**src/core/ldt_pkg.sv**
```systemverilog
// package: register map, field layout, reset values and timing constants
package ldt_pkg;

  // ************************************************************
  // register map
  // ************************************************************
  localparam logic [7:0] LDT_OFS_TIMING2 = 8'h0c;

  // ************************************************************
  // field positions
  // ************************************************************
  localparam int LDT_WR_ON_LSB = 0;
  localparam int LDT_WR_OFF_LSB = 4;
  localparam int LDT_RD_ON_LSB = 8;
  localparam int LDT_RD_OFF_LSB = 12;
  localparam int LDT_BAR0_LSB = 20;
  localparam int LDT_BAR1_LSB = 24;
  localparam int LDT_SWRST_BIT = 29;
  localparam int LDT_CKEN_BIT = 30;
  localparam int LDT_STYLE_BIT = 31;

  // ************************************************************
  // reset values
  // ************************************************************
  localparam logic [3:0] LDT_RST_WR_ON = 4'h0;
  localparam logic [3:0] LDT_RST_WR_OFF = 4'hf;
  localparam logic [3:0] LDT_RST_RD_ON_LB = 4'h4;
  localparam logic [3:0] LDT_RST_RD_ON_PP = 4'h2;
  localparam logic [3:0] LDT_RST_RD_OFF = 4'h0;
  localparam logic [2:0] LDT_RST_BAR0 = 3'h2;
  localparam logic [2:0] LDT_RST_BAR1_LB = 3'h2;
  localparam logic [2:0] LDT_RST_BAR1_PP = 3'h1;

  // ************************************************************
  // timing constants
  // ************************************************************
  localparam logic [3:0] LDT_MAX_TIMING = 4'ha;
  localparam logic [1:0] LDT_REF_DELAY = 2'h2;
  localparam logic [1:0] LDT_MODE_FORCE_STYLE = 2'h1;
  localparam logic [4:0] LDT_WINDOW_CLKS = 5'h10;

  // access phase of the local bus sequencer
  typedef enum logic [1:0] {
    LDT_IDLE,
    LDT_WAIT_REF,
    LDT_COUNT
  } ldt_state_t;

endpackage

```
**src/core/ldt_timing_ctrl.sv**
```systemverilog
// second local bus timing and window size register with data pin control
`timescale 1ns/1ps
module ldt_timing_ctrl (
  // clock and reset
  input wire logic clk_sys,
  input wire logic rst,
  // straps
  input wire logic [1:0] mode,
  input wire logic par_port_mode,
  // register port
  input wire logic reg_wr,
  input wire logic reg_rd,
  input wire logic [7:0] reg_addr,
  input wire logic [31:0] reg_wdata,
  output logic [31:0] reg_rdata,
  // configuration memory load
  input wire logic cfg_load,
  input wire logic [31:0] cfg_data,
  // local access request
  input wire logic acc_start,
  input wire logic acc_write,
  input wire logic irdy_seen,
  input wire logic acc_end,
  output logic acc_retry,
  // local bus pins
  output logic local_data_oe,
  output logic local_clock_out,
  output logic local_reset,
  output logic bus_style,
  output logic [8:0] bar0_bytes,
  output logic [8:0] bar1_bytes,
  output logic [4:0] ref_count
);
  import ldt_pkg::*;

  // ************************************************************
  // register state
  // ************************************************************
  logic [3:0] wr_on_q, wr_on_d;
  logic [3:0] wr_off_q, wr_off_d;
  logic [3:0] rd_on_q, rd_on_d;
  logic [3:0] rd_off_q, rd_off_d;
  logic [2:0] bar0_q, bar0_d;
  logic [2:0] bar1_q, bar1_d;
  logic swrst_q, swrst_d;
  logic cken_q, cken_d;
  logic style_q, style_d;
  logic mode_rst_q, mode_rst_d;
  logic hit;
  logic [31:0] rdata_q, rdata_d;

  assign hit = (reg_addr == LDT_OFS_TIMING2);

  // register next values
  always_comb begin
    wr_on_d = wr_on_q;
    wr_off_d = wr_off_q;
    rd_on_d = rd_on_q;
    rd_off_d = rd_off_q;
    bar0_d = bar0_q;
    bar1_d = bar1_q;
    swrst_d = swrst_q;
    cken_d = cken_q;
    style_d = style_q;
    rdata_d = rdata_q;
    // mode-dependent defaults take effect once after reset release
    mode_rst_d = 1'b0;
    if (mode_rst_q) begin
      rd_on_d = par_port_mode ? LDT_RST_RD_ON_PP : LDT_RST_RD_ON_LB;
      bar1_d = par_port_mode ? LDT_RST_BAR1_PP : LDT_RST_BAR1_LB;
    end else if (cfg_load) begin
      // memory loads sizes, not the reset bit
      wr_on_d = cfg_data[LDT_WR_ON_LSB +: 4];
      wr_off_d = cfg_data[LDT_WR_OFF_LSB +: 4];
      rd_on_d = cfg_data[LDT_RD_ON_LSB +: 4];
      rd_off_d = cfg_data[LDT_RD_OFF_LSB +: 4];
      bar0_d = cfg_data[LDT_BAR0_LSB +: 3];
      bar1_d = cfg_data[LDT_BAR1_LSB +: 3];
      cken_d = cfg_data[LDT_CKEN_BIT];
      style_d = cfg_data[LDT_STYLE_BIT];
    end else if (reg_wr && hit) begin
      // timing fields writable from the host
      wr_on_d = reg_wdata[LDT_WR_ON_LSB +: 4];
      wr_off_d = reg_wdata[LDT_WR_OFF_LSB +: 4];
      rd_on_d = reg_wdata[LDT_RD_ON_LSB +: 4];
      rd_off_d = reg_wdata[LDT_RD_OFF_LSB +: 4];
      swrst_d = reg_wdata[LDT_SWRST_BIT];
      cken_d = reg_wdata[LDT_CKEN_BIT];
      style_d = reg_wdata[LDT_STYLE_BIT];
    end
    if (mode == LDT_MODE_FORCE_STYLE) begin
      style_d = 1'b0;
    end
    if (reg_rd && hit) begin
      rdata_d = '0;
      rdata_d[LDT_WR_ON_LSB +: 4] = wr_on_q;
      rdata_d[LDT_WR_OFF_LSB +: 4] = wr_off_q;
      rdata_d[LDT_RD_ON_LSB +: 4] = rd_on_q;
      rdata_d[LDT_RD_OFF_LSB +: 4] = rd_off_q;
      rdata_d[LDT_BAR0_LSB +: 3] = bar0_q;
      rdata_d[LDT_BAR1_LSB +: 3] = bar1_q;
      rdata_d[LDT_SWRST_BIT] = swrst_q;
      rdata_d[LDT_CKEN_BIT] = cken_q;
      rdata_d[LDT_STYLE_BIT] = style_q;
    end else if (reg_rd) begin
      rdata_d = 32'h0000_0000;
    end
  end

  // register flops
  always_ff @(posedge clk_sys or posedge rst) begin
    if (rst) begin
      wr_on_q <= LDT_RST_WR_ON;
      wr_off_q <= LDT_RST_WR_OFF;
      rd_on_q <= LDT_RST_RD_ON_LB;
      rd_off_q <= LDT_RST_RD_OFF;
      bar0_q <= LDT_RST_BAR0;
      bar1_q <= LDT_RST_BAR1_LB;
      swrst_q <= 1'b0;
      cken_q <= 1'b0;
      style_q <= 1'b0;
      mode_rst_q <= 1'b1;
      rdata_q <= 32'h0000_0000;
    end else begin
      wr_on_q <= wr_on_d;
      wr_off_q <= wr_off_d;
      rd_on_q <= rd_on_d;
      rd_off_q <= rd_off_d;
      bar0_q <= bar0_d;
      bar1_q <= bar1_d;
      swrst_q <= swrst_d;
      cken_q <= cken_d;
      style_q <= style_d;
      mode_rst_q <= mode_rst_d;
      rdata_q <= rdata_d;
    end
  end

  assign reg_rdata = rdata_q;
  assign bus_style = style_q;
  assign local_reset = swrst_q;

  // ************************************************************
  // local clock output
  // ************************************************************
  logic cken_lo_q;

  // enable retimed on the falling edge: the gate only opens or
  // closes while the clock is low, so no runt pulse leaves the pin
  always_ff @(negedge clk_sys or posedge rst) begin
    if (rst) begin
      cken_lo_q <= 1'b0;
    end else begin
      cken_lo_q <= cken_q;
    end
  end

  // clock is the system clock gated by the retimed enable
  assign local_clock_out = cken_lo_q & clk_sys;

  // ************************************************************
  // window size decode
  // ************************************************************
  ldt_size_dec u_bar0 (
    .code(bar0_q),
    .bytes(bar0_bytes)
  );
  ldt_size_dec u_bar1 (
    .code(bar1_q),
    .bytes(bar1_bytes)
  );

  // ************************************************************
  // access sequencer
  // ************************************************************
  ldt_state_t st_q, st_d;
  logic [4:0] cnt_q, cnt_d;
  logic [1:0] ref_q, ref_d;
  logic oe_q, oe_d;
  logic wr_q, wr_d;
  logic bad_timing;
  logic hit_wr_on, hit_wr_off, hit_rd_on, hit_rd_off;

  // any field above ten is illegal
  assign bad_timing = (wr_on_q > LDT_MAX_TIMING) ||
    (wr_off_q > LDT_MAX_TIMING) || (rd_on_q > LDT_MAX_TIMING) ||
    (rd_off_q > LDT_MAX_TIMING);
  assign acc_retry = acc_start & bad_timing;

  ldt_field_cmp u_wr_on (
    .count(cnt_q),
    .field(wr_on_q),
    .reached(hit_wr_on)
  );
  ldt_field_cmp u_wr_off (
    .count(cnt_q),
    .field(wr_off_q),
    .reached(hit_wr_off)
  );
  ldt_field_cmp u_rd_on (
    .count(cnt_q),
    .field(rd_on_q),
    .reached(hit_rd_on)
  );
  ldt_field_cmp u_rd_off (
    .count(cnt_q),
    .field(rd_off_q),
    .reached(hit_rd_off)
  );

  // sequencer next state
  always_comb begin
    st_d = st_q;
    cnt_d = cnt_q;
    ref_d = ref_q;
    oe_d = oe_q;
    wr_d = wr_q;
    unique case (st_q)
      LDT_IDLE: begin
        if (acc_start && !bad_timing && !swrst_q) begin
          wr_d = acc_write;
          ref_d = 2'h0;
          st_d = LDT_WAIT_REF;
        end
      end
      LDT_WAIT_REF: begin
        if (irdy_seen || ref_q != 2'h0) begin
          ref_d = ref_q + 2'h1;
          if (ref_q == LDT_REF_DELAY - 2'h1) begin
            cnt_d = 5'h00;
            st_d = LDT_COUNT;
          end
        end
      end
      LDT_COUNT: begin
        if (cnt_q != LDT_WINDOW_CLKS) begin
          cnt_d = cnt_q + 5'h01;
        end
        if (wr_q) begin
          // drive from write-on, float at write-off
          oe_d = hit_wr_on && !hit_wr_off;
        end else begin
          // float at read-off, redrive at read-on
          oe_d = !hit_rd_off || hit_rd_on;
        end
        if (acc_end) begin
          oe_d = !wr_q;
          st_d = LDT_IDLE;
        end
      end
    endcase
    if (swrst_q) begin
      st_d = LDT_IDLE;
      oe_d = 1'b0;
    end
  end

  // sequencer flops
  always_ff @(posedge clk_sys or posedge rst) begin
    if (rst) begin
      st_q <= LDT_IDLE;
      cnt_q <= 5'h00;
      ref_q <= 2'h0;
      oe_q <= 1'b0;
      wr_q <= 1'b0;
    end else begin
      st_q <= st_d;
      cnt_q <= cnt_d;
      ref_q <= ref_d;
      oe_q <= oe_d;
      wr_q <= wr_d;
    end
  end

  assign local_data_oe = oe_q;
  assign ref_count = cnt_q;
endmodule

```
**src/core/ldt_field_cmp.sv**
```systemverilog
// comparator: is the access counter at or past a timing field
`timescale 1ns/1ps
module ldt_field_cmp (
  // inputs
  input wire logic [4:0] count,
  input wire logic [3:0] field,
  // result
  output logic reached
);
  // true once counter reaches the programmed count
  assign reached = (count >= {1'b0, field});
endmodule

```
**src/core/ldt_size_dec.sv**
```systemverilog
// decoder: three-bit window size code to byte count
`timescale 1ns/1ps
module ldt_size_dec (
  // code
  input wire logic [2:0] code,
  // bytes, zero for the reserved code
  output logic [8:0] bytes
);
  // 001 gives 4 bytes, each step doubles
  always_comb begin
    if (code == 3'h0) begin
      bytes = 9'h000;
    end else begin
      bytes = 9'h002 << code;
    end
  end
endmodule

```
**config.mk**
```make
export PLATFORM = sky130hd
export DESIGN_NAME = ldt_timing_ctrl
export DESIGN_NICKNAME = d
export VERILOG_FILES = /design/src/core/ldt_pkg.sv /design/src/core/ldt_timing_ctrl.sv /design/src/core/ldt_field_cmp.sv /design/src/core/ldt_size_dec.sv
export SDC_FILE = /design/constraint.sdc
export NUM_CORES = 1
export LEC_CHECK = 0
export BUFFER_PORTS_ARGS = -buffer_cell sky130_fd_sc_hd__clkbuf_2
export CORE_MARGIN = 2
export CORE_UTILIZATION = 49
export CTS_CLUSTER_SIZE = 12
export DETAILED_ROUTE_END_ITERATION = 16
export PLACE_DENSITY = 0.87
export SLEW_MARGIN = 0
export SYNTH_ARGS = -nofsm -noshare
export SYNTH_HDL_FRONTEND = slang
export SYNTH_SLANG_ARGS = --single-unit
```
**constraint.sdc**
```tcl
create_clock -name clk_sys -period 2.1 [get_ports clk_sys]
set_input_delay 0.315 -clock clk_sys [delete_from_list [all_inputs] [get_ports clk_sys]]
set_output_delay 0.315 -clock clk_sys [all_outputs]
set_load 0.01 [all_outputs]
```
**Word level (Yosys, flattened, before mapping)**

Index checks and enable logic that the tools add are counted.

- Register bits after elaboration: 70
- Input port bits: 84
- Word-level logic and storage cells: 123

- $add $sub $neg: 2
- $lt $le $gt $ge: 8
- Equal/unequal tests: 15
- Shift-type cells: 2
- Muxes and demuxes: 40
- Bitwise operators: 4
- Reductions and logical operators: 35

Operator list:

| cell | count |
|---|---|
| 2-to-1 mux 32 bit | 2 |
| 2-to-1 mux 4 bit | 9 |
| >= comparator 5 x 4 -> 1 bit | 4 |
| 2-to-1 mux 9 bit | 2 |
| << shifter 2 x 3 -> 9 bit, first input constant | 2 |
| > comparator 4 bit, second input constant | 4 |
| 2-to-1 mux 2 bit | 8 |
| 2-to-1 mux 5 bit | 3 |
| nonzero test 2 bit | 7 |
| != test 3 bit, second input constant | 4 |
| 2-to-1 mux 1 bit | 10 |
| case mux 5 bit (2 select lines) | 1 |
| 2-to-1 mux 3 bit | 3 |
| == test 8 x 4 -> 1 bit, second input constant | 1 |
| != test 2 bit, second input constant | 4 |
| AND reduction 2 bit | 4 |
| AND reduction 4 bit | 2 |
| == test 2 x 1 -> 1 bit, second input constant | 3 |
| zero test 3 bit | 2 |
| case mux 2 bit (3 select lines) | 1 |
| AND reduction 3 bit | 2 |
| nonzero test 3 bit | 2 |
| adder 5 x 1 -> 5 bit, second input constant | 1 |
| logical AND 1 bit | 5 |
| other kinds (10) | 20 |

**Depth between registers and ports, before layout**

- Depth in word-level cells: 10
- Mapped depth: 7
- Gate-level depth less buffers: 7

**Cells and area by module**

Synthesis repeated with hierarchy kept, for this count alone.

- Cell total of the unflattened synthesis: 335
- Area total of the unflattened synthesis: 3567.2 um2

By module, submodules not included:

| module | instances | cells an instance | area an instance (um2) | seq. area each (um2) |
|---|---|---|---|---|
| ldt_timing_ctrl | 1 | 263 | 3009.1 | 1586.5 |
| ldt_field_cmp | 4 | 13 | 100.1 | 0.0 |
| ldt_size_dec | 2 | 10 | 78.8 | 0.0 |

==> run summary <==
PLACED DESIGN
------------------------------------------------------------------------------
Detail Placement HPWL ...........................................      6140 µm
Port Buffer Count ...............................................          111
GP Congestion ...................................................       0.8016
Placement Cell Area .............................................     4134 µm²
Pre-CTS setup slack .............................................   0.08225 ns

YOSYS
------------------------------------------------------------------------------
Number of distinct library cells after synthesis ................           50
Async set-reset flop share out of synthesis .....................       100.0%
Synthesized-area fraction occupied by ao, oa, aoi and oai cells .       18.47%
Main combinational cell family by area after synthesis .......... compound AO/OA/AOI/OAI gates
Synthesized-area fraction occupied by and/or/nand/nor cells .....       12.21%
Cell type with the highest aggregate area in the netlist ........ sky130_fd_sc_hd__dfrtp_1
Avg Cell Area, Syn ..............................................    10.69 µm²
Top cell type's share of synthesized area .......................       38.43%
Cell types with the largest area share after synthesis .......... sky130_fd_sc_hd__dfrtp_1 38%, sky130_fd_sc_hd__ha_1 8.5%, sky130_fd_sc_hd__a22o_1 6.7%
Adder-Cell Fraction of Synth Area ...............................       8.541%
Yosys warns .....................................................            0
Total standard cell area after synthesis ........................     3516 µm²
Number of synthesized flops with an enable pin ..................            0
Multiplexer area fraction after synthesis .......................       8.897%
Flip-flop and latch count after synthesis .......................           63
Post-synthesis sequential area ratio ............................       45.12%
Commonest cells in the synthesized netlist ...................... 54 x sky130_fd_sc_hd__dfrtp_1, 27 x sky130_fd_sc_hd__a22o_1, 27 x sky130_fd_sc_hd__nor2_1
Number of standard cells after synthesis ........................          329
Top FF cell, synth .............................................. sky130_fd_sc_hd__dfrtp_1
Synth Area in XOR/XNOR ..........................................           0%
Most instantiated library cell after synthesis .................. sky130_fd_sc_hd__dfrtp_1

TIMING
------------------------------------------------------------------------------
Post-route clock skew ...........................................  0.008700 ns
Setup ws final ..................................................   -0.3195 ns
Worst Hold Margin ...............................................   0.07917 ns
Final number of max-transition violations .......................            0
Slew at the pin with the worst max-slew slack ...................    0.7844 ns
Final hold violation count ......................................            0
Max-Slew Margin vs Limit ........................................       47.71%
Setup repair after global routing missed its margin .............         true
Setup violations, final .........................................            2

FINAL LAYOUT
------------------------------------------------------------------------------
Synthesis-to-finish area growth .................................       26.44%
Area of all placed cells without fillers ........................     4446 µm²
Antenna cells ...................................................            0
Final core utilization ..........................................       64.72%
Total number of nets in the final design ........................          554
Fillers .........................................................          540
Fraction of final layout cells sized beyond drive strength 1 ....       37.47%

GLOBAL ROUTING
------------------------------------------------------------------------------
Remaining global-route overflow .................................            0
Global-route total usage across every layer .....................       22.32%
Global-route wire length before repair ..........................    13,350 µm
Pin count of the biggest net entering global routing ............           63
Initial antenna violation count .................................            0
Vias in the first global route ..................................        2,800

POWER
------------------------------------------------------------------------------
Power density over the cells .................................... 948.4 nW/µm²
Overall Power ...................................................     4.216 mW
IR Drop Worst-Case VDD ..........................................  0.0005111 V
Leak pwr ........................................................     2.359 nW

FLOORPLAN
------------------------------------------------------------------------------
Total Die Area ..................................................     7869 µm²
Starting Density ................................................       51.18%
Placement Rows ..................................................           30
Horizontal die dimension ........................................     88.71 µm
IO Pins .........................................................          144
Core Region .....................................................     6869 µm²
Die boundary height .............................................     88.71 µm

ROUTE
------------------------------------------------------------------------------
First DRT Iteration DRCs ........................................          141
Via/cell ratio ..................................................        5.433
WL/cell .........................................................     15.55 µm
Final Routed Wirelength .........................................      8504 µm
Number of detailed-routing iterations run before antenna repair .            5
Vias ............................................................        2,972
Remaining antenna violation count after routing .................            0
Post-route DRC violation count ..................................            0

CLOCK TREE
------------------------------------------------------------------------------
Clock Pin Slew Worst Setup and Hold Paths .......................      0.06 ns
Insertion delay to the later sink of the worst-skew pair ........      0.45 ns
TritonCTS clock tree ............................................          yes
Total setup buffers inserted after CTS ..........................            0
Hold buffer count at cts ........................................            0

CRITICAL PATH
------------------------------------------------------------------------------
Top Family by Delay on Critical Path ............................   flip-flops
Max stage delay on crit path ....................................      0.38 ns
WP buf/inv ......................................................            1
Classification of the worst setup path ..........................      reg2out
Crit path launch type ...........................................    flip-flop
Largest driver fanout on the critical path ......................            1
Endpoint type of the worst setup path ...........................  output port
Required time at the endpoint of the critical path ..............      1.78 ns
Slowest CP cell ................................................. sky130_fd_sc_hd__dfrtn_1
Endpoint arrival time on the critical path ......................      2.10 ns
List of cells traversed by the critical path .................... and2_4, buf_6

MIN PATH
------------------------------------------------------------------------------
Type of the most critical hold path .............................       in2reg

RUN STATUS
------------------------------------------------------------------------------
Violated checks ................................................. negative setup slack
Run status ...................................................... finished with violations

RUN
------------------------------------------------------------------------------
Count of max-cap constraint violations ..........................            0

==> layer usage <==
metal | part of all wire (%) | track usage (%) | vias to the layer above
li1 | - | - | 1395
met4 | 2.3 | 8.815 | 0
met1 | 42 | 28.50 | 1423
met5 | 0 | 0 | -
met3 | 7.3 | 7.183 | 20
met2 | 48 | 35.28 | 134
==> state kept, by name, indices dropped and copies added (netlist names), 3 cells and up <==
name	flops
wr_on_q	4
ref_count	5
bar1_q	3
rd_off_q	4
rd_on_q	4
bar0_q	3
wr_off_q	4
reg_rdata	25
==> worst reg2reg max path: cells and delay by family (launching register included) <==
family / cells / cell delay, ns
compound gates: 4 / 0.89
flops: 1 / 0.39
buf+inv: 2 / 0.25
fa+ha+maj: 1 / 0.29
==> timing repair <==
action / CTS / global route
pin swaps: 1 / 0
resized for setup: 1 / 5
setup endpoints to repair: 2 / 7
==> cells by family (layout without fill, tap and decap cells) <==
family / Yosys count / count (layout)
AOI/OAI and AO/OA: 88 / 88
adders and majority gates: 24 / 24
buffers and inverters: 48 / 159
DFF: 63 / 63
muxes: 30 / 30
other: 1 / 12
and+or+nand+nor: 75 / 75
==> per-stage QoR <==
stage | setup TNS (ns) | cells
finish | -0.3195 | 547
global route | -0.3853 | 547
CTS | -0.3584 | 547
detailed placement | 0 | 528
global placement | 0 | 528
floorplan | 0 | 340
==> cell usage in the layout, fill, tap and decap left out, drive strengths merged, types with 2 or more instances in the layout <==
cell	n
nor2	28
nand2b	5
o21ai	10
nand2	6
bufinv	3
mux2i	20
a21o	4
nor4	2
clkbuf	126
a211oi	4
a22o	28
o22ai	2
buf	7
conb	12
dfrtp	54
dfstp	8
a21oi	24
inv	21
a31oi	2
ha	24
and3	3
mux2	10
nand3	8
o211ai	2
nor3	4
nor3b	6
nor2b	5
o21a	3
and3b	4
a221o	2
==> path summary, 6_finish.rpt <==
| path | from | to | slack, ns | cells after the start |
|---|---|---|---|---|
| max | cken_lo_q | local_clock_out | -0.32 | 2 |
| min | par_port_mode | rd_on_q[2] | 0.08 | 2 |
| max reg2reg | st_q[1] | ref_count[2] | 0.18 | 7 |
| min reg2reg | local_data_oe | local_data_oe | 0.50 | 1 |
| max in group asynchronous | rst | cken_lo_q | 1.32 | 2 |
| min in group asynchronous | rst | reg_rdata[5] | 0.13 | 3 |
==> area by class of cell <==
| type | instances | area (µm²) | share of cell area (%) |
|---|---|---|---|
| clock buffers | 17 | 211.5 | 4.757 |
| clock inverters | 3 | 90.09 | 2.026 |
| inverters | 23 | 90.09 | 2.026 |
| multi-input cells | 229 | 1752 | 39.40 |
| flip-flops and latches | 63 | 1587 | 35.69 |
| well taps | 96 | 120.1 | 2.702 |
| repair buffers | 116 | 595.6 | 13.40 |
==> where the power goes <==
part	internal [mW]	switching [mW]	total, mW	leakage, nW
registers	1.37	0.179	1.55	0.799
clock network	1.02	0.508	1.53	0.156
logic	0.501	0.643	1.14	1.40
Note: power is estimated with default switching activity, not from simulation.
